File: src/rtl/srcb_cfg.svh
// Register map, field positions, reset values and timing counts
`ifndef SRCB_CFG_SVH
`define SRCB_CFG_SVH

`define SRCB_ADDR_W 7
`define SRCB_A_OPMODE 7'h01
`define SRCB_A_DATAMOD 7'h02
`define SRCB_A_BR_HI 7'h03
`define SRCB_A_BR_LO 7'h04
`define SRCB_A_FRF_HI 7'h07
`define SRCB_A_FRF_MID 7'h08
`define SRCB_A_FRF_LO 7'h09
`define SRCB_A_PINMAP2 7'h26
`define SRCB_A_EXTREF 7'h59

`define SRCB_EXTREF_BIT 4
`define SRCB_OPM_SEQ_OFF_BIT 7
`define SRCB_OPM_MODE_HI 4
`define SRCB_OPM_MODE_LO 2
`define SRCB_DM_CONT_BIT 6
`define SRCB_DM_SHAPE_HI 1
`define SRCB_DM_SHAPE_LO 0
`define SRCB_PM2_SEL_HI 2
`define SRCB_PM2_SEL_LO 0

`define SRCB_MODE_SLEEP 3'h0
`define SRCB_MODE_STDBY 3'h1
`define SRCB_MODE_FS 3'h2
`define SRCB_MODE_TX 3'h3
`define SRCB_MODE_RX 3'h4
`define SRCB_REFSEL_OFF 3'h7

`define SRCB_RST_OPMODE 8'h04
`define SRCB_RST_DATAMOD 8'h00
`define SRCB_RST_BR 16'h1A0B
`define SRCB_RST_FRF 24'h800000
`define SRCB_RST_PINMAP2 8'h00
`define SRCB_RST_EXTREF 8'h00
`define SRCB_BR_MIN 16'h0002
`define SRCB_SD_BITS 19

`define SRCB_CLK_NS 40
`define SRCB_OSC_NS 2000
`define SRCB_COARSE_NS 400
`define SRCB_FINE_NS 200
`define SRCB_LOCK_NS 400
`define SRCB_OSC_CYC ((`SRCB_OSC_NS + `SRCB_CLK_NS - 1) / `SRCB_CLK_NS)
`define SRCB_COARSE_CYC ((`SRCB_COARSE_NS + `SRCB_CLK_NS - 1) / `SRCB_CLK_NS)
`define SRCB_FINE_CYC ((`SRCB_FINE_NS + `SRCB_CLK_NS - 1) / `SRCB_CLK_NS)
`define SRCB_LOCK_CYC ((`SRCB_LOCK_NS + `SRCB_CLK_NS - 1) / `SRCB_CLK_NS)
`define SRCB_WR_GAP 4'h6

`endif

File: src/rtl/srcb_pkg.sv
// Types shared by both ends of the synthesizer control link
`include "srcb_cfg.svh"
package srcb_pkg;
  typedef enum logic [1:0] {PLL_OFF, PLL_CAL, PLL_LOCKING, PLL_LOCKED} srcb_pll_type;
endpackage

File: src/rtl/srcb_if.sv
// Pin bundle between the radio device and its host controller
`timescale 1ns/1ps
`default_nettype none
`include "srcb_cfg.svh"
interface srcb_if;
  logic general_pin_five;
  logic lock_pin;
  logic bit_clock_pin;
  logic serial_tx_data_pin;
  logic reg_wr_toggle;
  logic [`SRCB_ADDR_W-1:0] reg_addr;
  logic [7:0] reg_data;
  modport dev_mp (
    output general_pin_five, lock_pin, bit_clock_pin,
    input serial_tx_data_pin, reg_wr_toggle, reg_addr, reg_data
  );
  modport host_mp (
    input general_pin_five, lock_pin, bit_clock_pin,
    output serial_tx_data_pin, reg_wr_toggle, reg_addr, reg_data
  );
endinterface
`default_nettype wire

File: src/rtl/srcb_device.sv
// Radio end: reference clock, synthesizer sequencing and bit-rate clock
//
// Notes on behaviour
// - Sequencer starts PLL once coarse calibration is done
// - Reference output held off until oscillator stable
// - Host waits oscillator time or reference edge
// - External reference chosen by bit four, 0x59
// - Reference divided by two to 128 driven on pin five
// - Reference output on after reset, stopped in Sleep
// - Coarse calibration at reset, fine per PLL start
// - Step is reference over two to nineteen
// - Carrier is step times 24-bit word
// - New carrier word applies on low byte
// - Sequencer enables radio once PLL locked
// - Host waits lock time or lock flag
// - Lock flag high in range, low otherwise
// - Lock flag may drop during wide FSK
// - Plain continuous mode passes data straight through
// - Shaped continuous mode drives bit clock
// - Bit rate is reference over 16-bit divisor
`timescale 1ns/1ps
`default_nettype none
`include "srcb_cfg.svh"
module srcb_device #(
  parameter int OSC_CYC = `SRCB_OSC_CYC,
  parameter int COARSE_CYC = `SRCB_COARSE_CYC,
  parameter int FINE_CYC = `SRCB_FINE_CYC,
  parameter int LOCK_CYC = `SRCB_LOCK_CYC
) (
  input wire logic i_clk,             // Crystal reference clock
  input wire logic i_rst,             // Power-on reset, async high
  srcb_if.dev_mp ifc,                 // Pins toward the host
  output logic [23:0] o_carrier_word, // Active carrier word
  output logic o_ext_ref,             // External reference selected
  output logic o_coarse_done,         // Coarse calibration finished
  output logic o_pll_lock,            // PLL in locked state
  output logic o_tx_on,               // Transmitter enabled
  output logic o_rx_on,               // Receiver enabled
  output logic o_mod_bit,             // Bit fed to the modulator
  output logic o_bit_tick             // One pulse per bit period
);
  import srcb_pkg::*;

  typedef struct packed {
    logic wr_s1;
    logic wr_s2;
    logic wr_s3;
    logic [`SRCB_ADDR_W-1:0] addr_s1;
    logic [`SRCB_ADDR_W-1:0] addr_s2;
    logic [7:0] data_s1;
    logic [7:0] data_s2;
    logic txd_s1;
    logic txd_s2;
    logic [7:0] opmode;
    logic [7:0] datamod;
    logic [15:0] br;
    logic [7:0] frf_hi;
    logic [7:0] frf_mid;
    logic [7:0] frf_lo;
    logic commit_pend;
    logic [23:0] frf_act;
    logic [7:0] pinmap2;
    logic [7:0] extref;
    logic [15:0] por_cnt;
    logic osc_ok;
    logic coarse_done;
    srcb_pll_type pll;
    logic [15:0] pll_cnt;
    logic tx_on;
    logic rx_on;
    logic [7:0] ref_div;
    logic ref_out;
    logic [15:0] br_cnt;
    logic [15:0] br_per;
    logic bclk;
    logic bit_tick;
    logic mod_bit;
  } srcb_dev_state_type;

  localparam int POR_END = OSC_CYC + COARSE_CYC;
  localparam srcb_dev_state_type RST = '{
    opmode: `SRCB_RST_OPMODE,
    datamod: `SRCB_RST_DATAMOD,
    br: `SRCB_RST_BR,
    frf_hi: 8'(`SRCB_RST_FRF >> 16),
    frf_mid: 8'(`SRCB_RST_FRF >> 8),
    frf_lo: 8'(`SRCB_RST_FRF),
    frf_act: `SRCB_RST_FRF,
    pinmap2: `SRCB_RST_PINMAP2,
    extref: `SRCB_RST_EXTREF,
    br_per: `SRCB_BR_MIN,
    pll: PLL_OFF,
    default: '0
  };

  srcb_dev_state_type r, n;
  logic wr_ev;
  logic [2:0] mode;
  logic seq_on;
  logic pll_req;
  logic [2:0] ref_sel;
  logic cont_mode;
  logic shaped;
  logic sync_tx;

  always_comb begin
    n = r;
    n.wr_s1 = ifc.reg_wr_toggle;
    n.wr_s2 = r.wr_s1;
    n.wr_s3 = r.wr_s2;
    n.addr_s1 = ifc.reg_addr;
    n.addr_s2 = r.addr_s1;
    n.data_s1 = ifc.reg_data;
    n.data_s2 = r.data_s1;
    n.txd_s1 = ifc.serial_tx_data_pin;
    n.txd_s2 = r.txd_s1;
    wr_ev = r.wr_s2 ^ r.wr_s3;
    mode = r.opmode[`SRCB_OPM_MODE_HI:`SRCB_OPM_MODE_LO];
    seq_on = !r.opmode[`SRCB_OPM_SEQ_OFF_BIT];
    pll_req = (mode == `SRCB_MODE_FS) || (mode == `SRCB_MODE_TX) || (mode == `SRCB_MODE_RX);
    ref_sel = r.pinmap2[`SRCB_PM2_SEL_HI:`SRCB_PM2_SEL_LO];
    cont_mode = r.datamod[`SRCB_DM_CONT_BIT];
    shaped = (r.datamod[`SRCB_DM_SHAPE_HI:`SRCB_DM_SHAPE_LO] != 2'h0);
    sync_tx = cont_mode && shaped;

    n.commit_pend = 1'b0;
    if (r.commit_pend) begin
      n.frf_act = {r.frf_hi, r.frf_mid, r.frf_lo};
    end

    // Register writes from the host pins
    if (wr_ev) begin
      case (r.addr_s2)
        `SRCB_A_OPMODE: n.opmode = r.data_s2;
        `SRCB_A_DATAMOD: n.datamod = r.data_s2;
        `SRCB_A_BR_HI: n.br[15:8] = r.data_s2;
        `SRCB_A_BR_LO: n.br[7:0] = r.data_s2;
        `SRCB_A_FRF_HI: n.frf_hi = r.data_s2;
        `SRCB_A_FRF_MID: n.frf_mid = r.data_s2;
        `SRCB_A_FRF_LO: begin
          n.frf_lo = r.data_s2;
          n.commit_pend = 1'b1;
        end
        `SRCB_A_PINMAP2: n.pinmap2 = r.data_s2;
        `SRCB_A_EXTREF: n.extref = r.data_s2;
        default: ;
      endcase
    end

    if (r.por_cnt != 16'(POR_END)) begin
      n.por_cnt = 16'(r.por_cnt + 1'b1);
    end
    n.osc_ok = (n.por_cnt >= 16'(OSC_CYC));
    n.coarse_done = (n.por_cnt == 16'(POR_END));

    n.pll_cnt = 16'(r.pll_cnt + 1'b1);
    unique case (r.pll)
      PLL_OFF: begin
        n.pll_cnt = '0;
        if (pll_req && r.coarse_done) begin
          n.pll = PLL_CAL;
        end
      end
      PLL_CAL: begin
        if (r.pll_cnt == 16'(FINE_CYC - 1)) begin
          n.pll = PLL_LOCKING;
          n.pll_cnt = '0;
        end
      end
      PLL_LOCKING: begin
        if (r.pll_cnt == 16'(LOCK_CYC - 1)) begin
          n.pll = PLL_LOCKED;
          n.pll_cnt = '0;
        end
      end
      PLL_LOCKED: begin
        n.pll_cnt = '0;
        if (r.commit_pend) begin
          n.pll = PLL_LOCKING;
        end
      end
    endcase
    if (!pll_req) begin
      n.pll = PLL_OFF;
    end

    // radio waits for lock under sequencer
    n.tx_on = (mode == `SRCB_MODE_TX) && (!seq_on || n.pll == PLL_LOCKED);
    n.rx_on = (mode == `SRCB_MODE_RX) && (!seq_on || n.pll == PLL_LOCKED);

    n.ref_div = 8'(r.ref_div + 1'b1);
    if (r.osc_ok && mode != `SRCB_MODE_SLEEP && ref_sel != `SRCB_REFSEL_OFF) begin
      n.ref_out = r.ref_div[ref_sel];
    end else begin
      n.ref_out = 1'b0;
    end

    n.bit_tick = 1'b0;
    if (r.br_cnt >= 16'(r.br_per - 1'b1)) begin
      n.br_cnt = '0;
      n.br_per = (r.br < `SRCB_BR_MIN) ? `SRCB_BR_MIN : r.br;
      n.bit_tick = 1'b1;
    end else begin
      n.br_cnt = 16'(r.br_cnt + 1'b1);
    end
    // bit clock high in first half
    n.bclk = sync_tx && (n.br_cnt < (n.br_per >> 1));

    if (cont_mode && !shaped) begin
      n.mod_bit = r.txd_s2;
    end else if (sync_tx && r.bclk && !n.bclk) begin
      n.mod_bit = r.txd_s2;
    end
  end

  always_ff @(posedge i_clk or posedge i_rst) begin
    if (i_rst) begin
      r <= RST;
    end else begin
      r <= n;
    end
  end

  // step fixed by the modulator width
  assign o_carrier_word = r.frf_act;
  assign o_ext_ref = r.extref[`SRCB_EXTREF_BIT];
  assign o_coarse_done = r.coarse_done;
  assign o_pll_lock = (r.pll == PLL_LOCKED);
  assign o_tx_on = r.tx_on;
  assign o_rx_on = r.rx_on;
  assign o_mod_bit = r.mod_bit;
  assign o_bit_tick = r.bit_tick;
  assign ifc.general_pin_five = r.ref_out;
  // lock pin follows lock state only
  assign ifc.lock_pin = (r.pll == PLL_LOCKED);
  assign ifc.bit_clock_pin = r.bclk;
endmodule
`default_nettype wire

File: src/flat_wrapper.sv
// flat-port wrapper written by rule: the top's interface ports become plain ports
module srcb_device_flat import srcb_pkg::*;
#(
  parameter int OSC_CYC = `SRCB_OSC_CYC,
  parameter int COARSE_CYC = `SRCB_COARSE_CYC,
  parameter int FINE_CYC = `SRCB_FINE_CYC,
  parameter int LOCK_CYC = `SRCB_LOCK_CYC
)
  (i_clk, i_rst, o_carrier_word, o_ext_ref, o_coarse_done, o_pll_lock, o_tx_on, o_rx_on, o_mod_bit, o_bit_tick, ifc_general_pin_five, ifc_lock_pin, ifc_bit_clock_pin, ifc_serial_tx_data_pin, ifc_reg_wr_toggle, ifc_reg_addr, ifc_reg_data);
  srcb_if ifc_i ();
  input wire logic i_clk;
  input wire logic i_rst;
  output logic [23:0] o_carrier_word;
  output logic o_ext_ref;
  output logic o_coarse_done;
  output logic o_pll_lock;
  output logic o_tx_on;
  output logic o_rx_on;
  output logic o_mod_bit;
  output logic o_bit_tick;
  output wire logic [$bits(ifc_i.general_pin_five)-1:0] ifc_general_pin_five;
  output wire logic [$bits(ifc_i.lock_pin)-1:0] ifc_lock_pin;
  output wire logic [$bits(ifc_i.bit_clock_pin)-1:0] ifc_bit_clock_pin;
  input wire logic [$bits(ifc_i.serial_tx_data_pin)-1:0] ifc_serial_tx_data_pin;
  input wire logic [$bits(ifc_i.reg_wr_toggle)-1:0] ifc_reg_wr_toggle;
  input wire logic [$bits(ifc_i.reg_addr)-1:0] ifc_reg_addr;
  input wire logic [$bits(ifc_i.reg_data)-1:0] ifc_reg_data;
  assign ifc_general_pin_five = ifc_i.general_pin_five;
  assign ifc_lock_pin = ifc_i.lock_pin;
  assign ifc_bit_clock_pin = ifc_i.bit_clock_pin;
  assign ifc_i.serial_tx_data_pin = ifc_serial_tx_data_pin;
  assign ifc_i.reg_wr_toggle = ifc_reg_wr_toggle;
  assign ifc_i.reg_addr = ifc_reg_addr;
  assign ifc_i.reg_data = ifc_reg_data;
  srcb_device #(.OSC_CYC(OSC_CYC), .COARSE_CYC(COARSE_CYC), .FINE_CYC(FINE_CYC), .LOCK_CYC(LOCK_CYC)) u_core (.i_clk(i_clk), .i_rst(i_rst), .ifc(ifc_i), .o_carrier_word(o_carrier_word), .o_ext_ref(o_ext_ref), .o_coarse_done(o_coarse_done), .o_pll_lock(o_pll_lock), .o_tx_on(o_tx_on), .o_rx_on(o_rx_on), .o_mod_bit(o_mod_bit), .o_bit_tick(o_bit_tick));
endmodule
File: config.mk
export PLATFORM = sky130hd
export DESIGN_NAME = srcb_device_flat
export DESIGN_NICKNAME = d
export VERILOG_FILES = /design/src/rtl/srcb_pkg.sv /design/src/rtl/srcb_if.sv /design/src/rtl/srcb_device.sv /design/src/flat_wrapper.sv
export VERILOG_INCLUDE_DIRS = /design/src /design/src/rtl
export SDC_FILE = /design/constraint.sdc
export NUM_CORES = 1
export LEC_CHECK = 0
export BUFFER_PORTS_ARGS = -buffer_cell sky130_fd_sc_hd__buf_2
export CORE_ASPECT_RATIO = 1.25
export CORE_MARGIN = 5
export CORE_UTILIZATION = 50
export DETAILED_ROUTE_END_ITERATION = 12
export HOLD_SLACK_MARGIN = 0.08
export PLACE_DENSITY_LB_ADDON = 0.1
export RECOVER_POWER = 25
export SYNTH_ARGS = -nofsm -noshare
export SYNTH_HDL_FRONTEND = slang
export SYNTH_SLANG_ARGS = --single-unit
File: constraint.sdc
create_clock -name i_clk -period 13.6 [get_ports i_clk]
set_clock_uncertainty 0.1 [all_clocks]
set_input_delay 4.08 -clock i_clk [delete_from_list [all_inputs] [get_ports i_clk]]
set_output_delay 4.08 -clock i_clk [all_outputs]
set_load 0.02 [all_outputs]
Word-level counts from Yosys, hierarchy flattened. Index checks and enable logic that the tools add are counted. W data, S select, Z words.

Output and inout bits: 34. Word-level logic and storage cells: 113. Register bits: 205. Input port bits: 19.

Equal/unequal tests: 21. Reduce and logical (&&, ||, !) cells: 28. Bitwise gates (word level): 1. Magnitude comparators: 5. $add $sub $neg: 5. Multiplexer cells: 18.

Operators by type and width (count): $pmux W18 S4 (1); $mux W16 (4); $add A16 B1 Y16 const B (3); $mux W18 (2); $reduce_and A2 Y1 (9); $eq A16 B3 Y1 const B (1); $eq A16 B4 Y1 const B (1); $eq A16 B6 Y1 const B (1); $ge A16 B16 Y1 (1); $ge A16 B6 Y1 const B (1); $lt A16 B15 Y1 (1); $lt A16 B2 Y1 const B (1); $ne A16 B6 Y1 const B (1); $sub A16 B1 Y16 const B (1); $eq A7 B2 Y1 const B (2); $eq A7 B3 Y1 const B (2); $eq A7 B4 Y1 const B (2); $logic_and A1 B1 Y1 (10); $add A8 B1 Y8 const B (1); $eq A7 B1 Y1 const B (1); $eq A7 B6 Y1 const B (1); $eq A7 B7 Y1 const B (1); $mux W1 (7); $eq A2 B2 Y1 const B (3); 13 further kinds (20).

Depth between registers and ports, before layout.
Word-level depth: 10. Depth in mapped cells: 23. Depth with buffers taken out: 21.

Worst setup path before layout. No wires, ideal clock.

Path type: register -> output. Start: reg u_core.r[63] (netlist name). End: out o_pll_lock. Cell stages (with the launch flop): 3. Data required time: 9.420 ns. Buffers on the path: 1. Setup slack: 8.577 ns. Arrival time: 0.843 ns. Cell sequence: dfrtp_1 > and2_1 > buf_4.

Cells in the longest elaborated chain, start to end: 1.

RTL lines: start, declared (RTL line srcb_device.sv:96) `srcb_dev_state_type r, n;`; start signal, assigned (RTL line srcb_device.sv:220) `r <= n;`; $eq A2 B2 Y1; end, declared (RTL line flat_wrapper.sv:16) `output logic o_pll_lock;`.

No other way between the ends.

==> results by group <==
Timing
  • Final min period: 5.57 ns
  • Pins Over Slew Limit: 9
  • Worst Tran Pin Value: 1.64 ns
  • Relative slew slack: -10.2%
  • Hold WS: 0.249 ns
  • Worst setup margin: 8.03 ns
  • Fmax: 180 MHz
  • Fin. Hold Viols: 0
  • Sum of negative setup slack: 0 ns
  • RSZ-0062 raised after global routing: no
  • Period Utilization, post-route: 40.9%
  • Final setup vio count: 0

Route
  • Post-DR vias/cell: 5.30
  • Total Wirelength: 16500 um
  • DRC Markers: 0
  • Detailed-route via count: 5312
  • DRT iter0 DRCs: 211
  • Avg WL per Cell: 16.5 um
  • Count of antenna-violating nets left after detailed routing: 0
  • Pre-antenna DRT Iters: 4

Status
  • Status: complete, but fails checks
  • Failing checks: max-capacitance violations, max-slew violations

Placement
  • Worst Setup Slack post-DPL: 7.68 ns
  • Hpwl dp: 11600 um
  • GPL Wtd Cong: 0.857
  • Port Buffer Count: 52
  • Placed cell areas: 9130 sq um

Die
  • Die ar.: 20400 sq um
  • Die Y: 158 um
  • Starting Density: 50.7%
  • Chip width: 129 um
  • Core Box Area: 17400 sq um
  • Ports: 53
  • Rows: 54

Critical path
  • CP delay by family, top: simple AND/OR/NAND/NOR gates
  • Crit end category: register
  • R2R cell count: 21
  • Crit-path max FO: 35
  • Critical path's slowest cell: or4_4
  • CP required: 13.83 ns
  • CP max stage delay: 0.59 ns
  • Reg2reg setup slack: 8.03 ns
  • Critical Path AT: 5.79 ns
  • CP bufs+invs: 1
  • Reg-to-reg startpoint: u_core.r[8]$_DFF_PP0_
  • Reg-to-Reg End: u_core.ifc.bit_clock_pin$_DFF_PP0_
  • Setup Crit Path Kind: reg2reg
  • Startpoint Class: register
  • Cells along the critical path: or4_4, nor4_4, nand2_1, or2_1, nor4_2, xnor2_1, ha_1, nand4_1, nor3_1, a22oi_1, and3_4, inv_4, mux2i_1, ha_1, o21a_1, o21ai_0, a211oi_1, nand4_1, o211ai_1, or2_1, nor3b_1

Power
  • Total power draw: 1160 uW
  • Comb pwr share: 4.1%
  • Sequential share of power: 52.5%
  • Int Pwr: 892 uW
  • PD cells: 120 nW/um^2
  • NetSw: 271 uW
  • Leakage: 0.00481 uW
  • Clock power share: 43.5%
  • Max VDD drop: 0.108 mV
  • Sw frac: 23.3%

Global routing
  • Initial antenna violation count: 0
  • Grt total ovfl: 0
  • Vias in the first global route: 5497
  • Largest net degree at the start of global routing: 119
  • Aggregate global-route resource usage: 17.3%
  • First-pass GRT wire length: 27700 um

Synth
  • Synth Flop Type: dfrtp_1
  • Synthesized area: 8810 sq um
  • Sequential share of the synthesized area: 54.7%
  • Count of different cell masters after synthesis: 66
  • Async set-or-reset flop fraction in the synthesized netlist: 100%
  • Avg Cell Area, Syn: 12.1 sq um
  • Yosys warns: 0
  • Mapped Nets: 788
  • Number of synthesized flops with an enable pin: 0
  • Synthesis-stage register bit count: 192
  • Mapped Cells: 730

Min path
  • Hold path endpoint: u_core.r[200]$_DFF_PP0_
  • Hold Path Depth: 0
  • Hold crit path type: reg2reg
  • Hold path start: u_core.n[200]$_DFF_PP0_

Clocking
  • Clk pin slew, worst setup/hold paths: 0.07 ns
  • Clock buffer depth: 2
  • Total CTS buffers: 17
  • TritonCTS clock tree: yes
  • Hold_buf cts: 0
  • H-tree Lvls: 4
  • Clock sink total: 192
  • CTS resizes: 0
  • Post-CTS setup buffer count: 0
  • Clock Root Buffer: clkbuf_16
  • Clock latency on the worst-skew pair: 0.43 ns

Layout
  • Nets: 825
  • Layout cells sized above 1: 22.1%
  • Ant diodes: 0
  • Layout area overhead: 9.80%
  • Filler instances: 1500
  • Fin area: 9670 sq um

Job
  • Max-capacitance violation count: 1
-- cell type report --
type	count	area, sq um	share of cell area, %
Sequential cell	192	4820	49.8
Multi-Input combinational cell	469	3570	36.9
Clock buffer	17	425	4.40
Tap cell	224	280	2.90
Timing Repair Buffer	53	268	2.77
Clock inverter	14	178	1.84
Inverter	34	138	1.42
-- through the flow --
stage	cells	util, %
after floorplan	730	-
after global placement	972	52.6
after detailed placement	972	52.6
after CTS	1003	56.0
after global routing	1003	55.7
final	1003	55.7
-- power groups by stage --
stage / logic (uW) / clock network, uW / registers, uW
2_1_floorplan: 35.4 / 0 / 617
3_3_place_gp: 47.7 / 0 / 621
3_5_place_dp: 49.6 / 0 / 621
4_1_cts: 49.5 / 522 / 610
5_1_grt: 53.8 / 544 / 613
6_report: 47.1 / 506 / 610
-- flip-flops by register name, summed over array words and instances (netlist names), 3 cells and up --
| name | count |
|---|---|
| u_core.n | 18 |
| u_core.o_carrier_word | 24 |
| u_core.mode | 3 |
| u_core.r | 138 |
-- cell usage after synthesis (all sizes together) (10+ instances only) --
master / instances / area, sq um
nand2: 60 / 225
nor2: 57 / 224
xor2: 25 / 219
nand3: 24 / 125
mux2i: 16 / 160
dfrtp: 182 / 4550
a21oi: 16 / 80.1
o21ai: 15 / 75.1
buf: 31 / 226
mux2: 67 / 785
dfstp: 10 / 263
and3: 12 / 80.1
nor4: 12 / 126
nand4: 16 / 100
inv: 33 / 126
ha: 39 / 488
xnor2: 36 / 315
-- per-layer routing --
metal | vias up | track usage, % | wire length [um]
met5 | - | 0 | 0
li1 | 2596 | - | -
met2 | 55 | 29.1 | 8360
met4 | 0 | 6.85 | 306
met1 | 2639 | 22.4 | 7550
met3 | 22 | 2.75 | 309
-- how the worst max path moves through the flow --
stage / start / cells past startpoint / to
global placement: i_rst / 3 / u_core.r[139]$_DFFE_PP0P_
finish: u_core.r[8]$_DFF_PP0_ / 21 / u_core.ifc.bit_clock_pin$_DFF_PP0_
global route: u_core.r[6]$_DFF_PP0_ / 21 / u_core.ifc.bit_clock_pin$_DFF_PP0_
floorplan: i_rst / 1 / u_core.cont_mode$_DFFE_PP0P_
detailed placement: i_rst / 3 / u_core.r[140]$_DFFE_PP0P_
CTS: u_core.r[6]$_DFF_PP0_ / 21 / u_core.ifc.bit_clock_pin$_DFF_PP0_
-- logic make-up after synthesis --
kind of cell / synth area share (%)
simple gates: 14.1
flops: 54.7
mux: 11.0
buf+inv: 4.22
xor+xnor: 6.06
compound gates: 4.40
fa+ha+maj: 5.54
-- cells in the final DEF, fill, tap and decap left out, types with 8 or more instances in the layout --
cell type and count:
mux2_4 8, and3_1 11, nand4_1 16, dfstp_2 10
inv_1 31, dfrtp_1 182, nor2_1 57, xnor2_1 36
o21ai_0 14, nor4_1 9, mux2_2 55, a21oi_1 16
mux2i_1 16, xor2_1 25, nand2_1 60, ha_1 39
buf_2 52, clkbuf_16 17, nand3_1 24
Note: power is estimated with default switching activity, not from simulation.
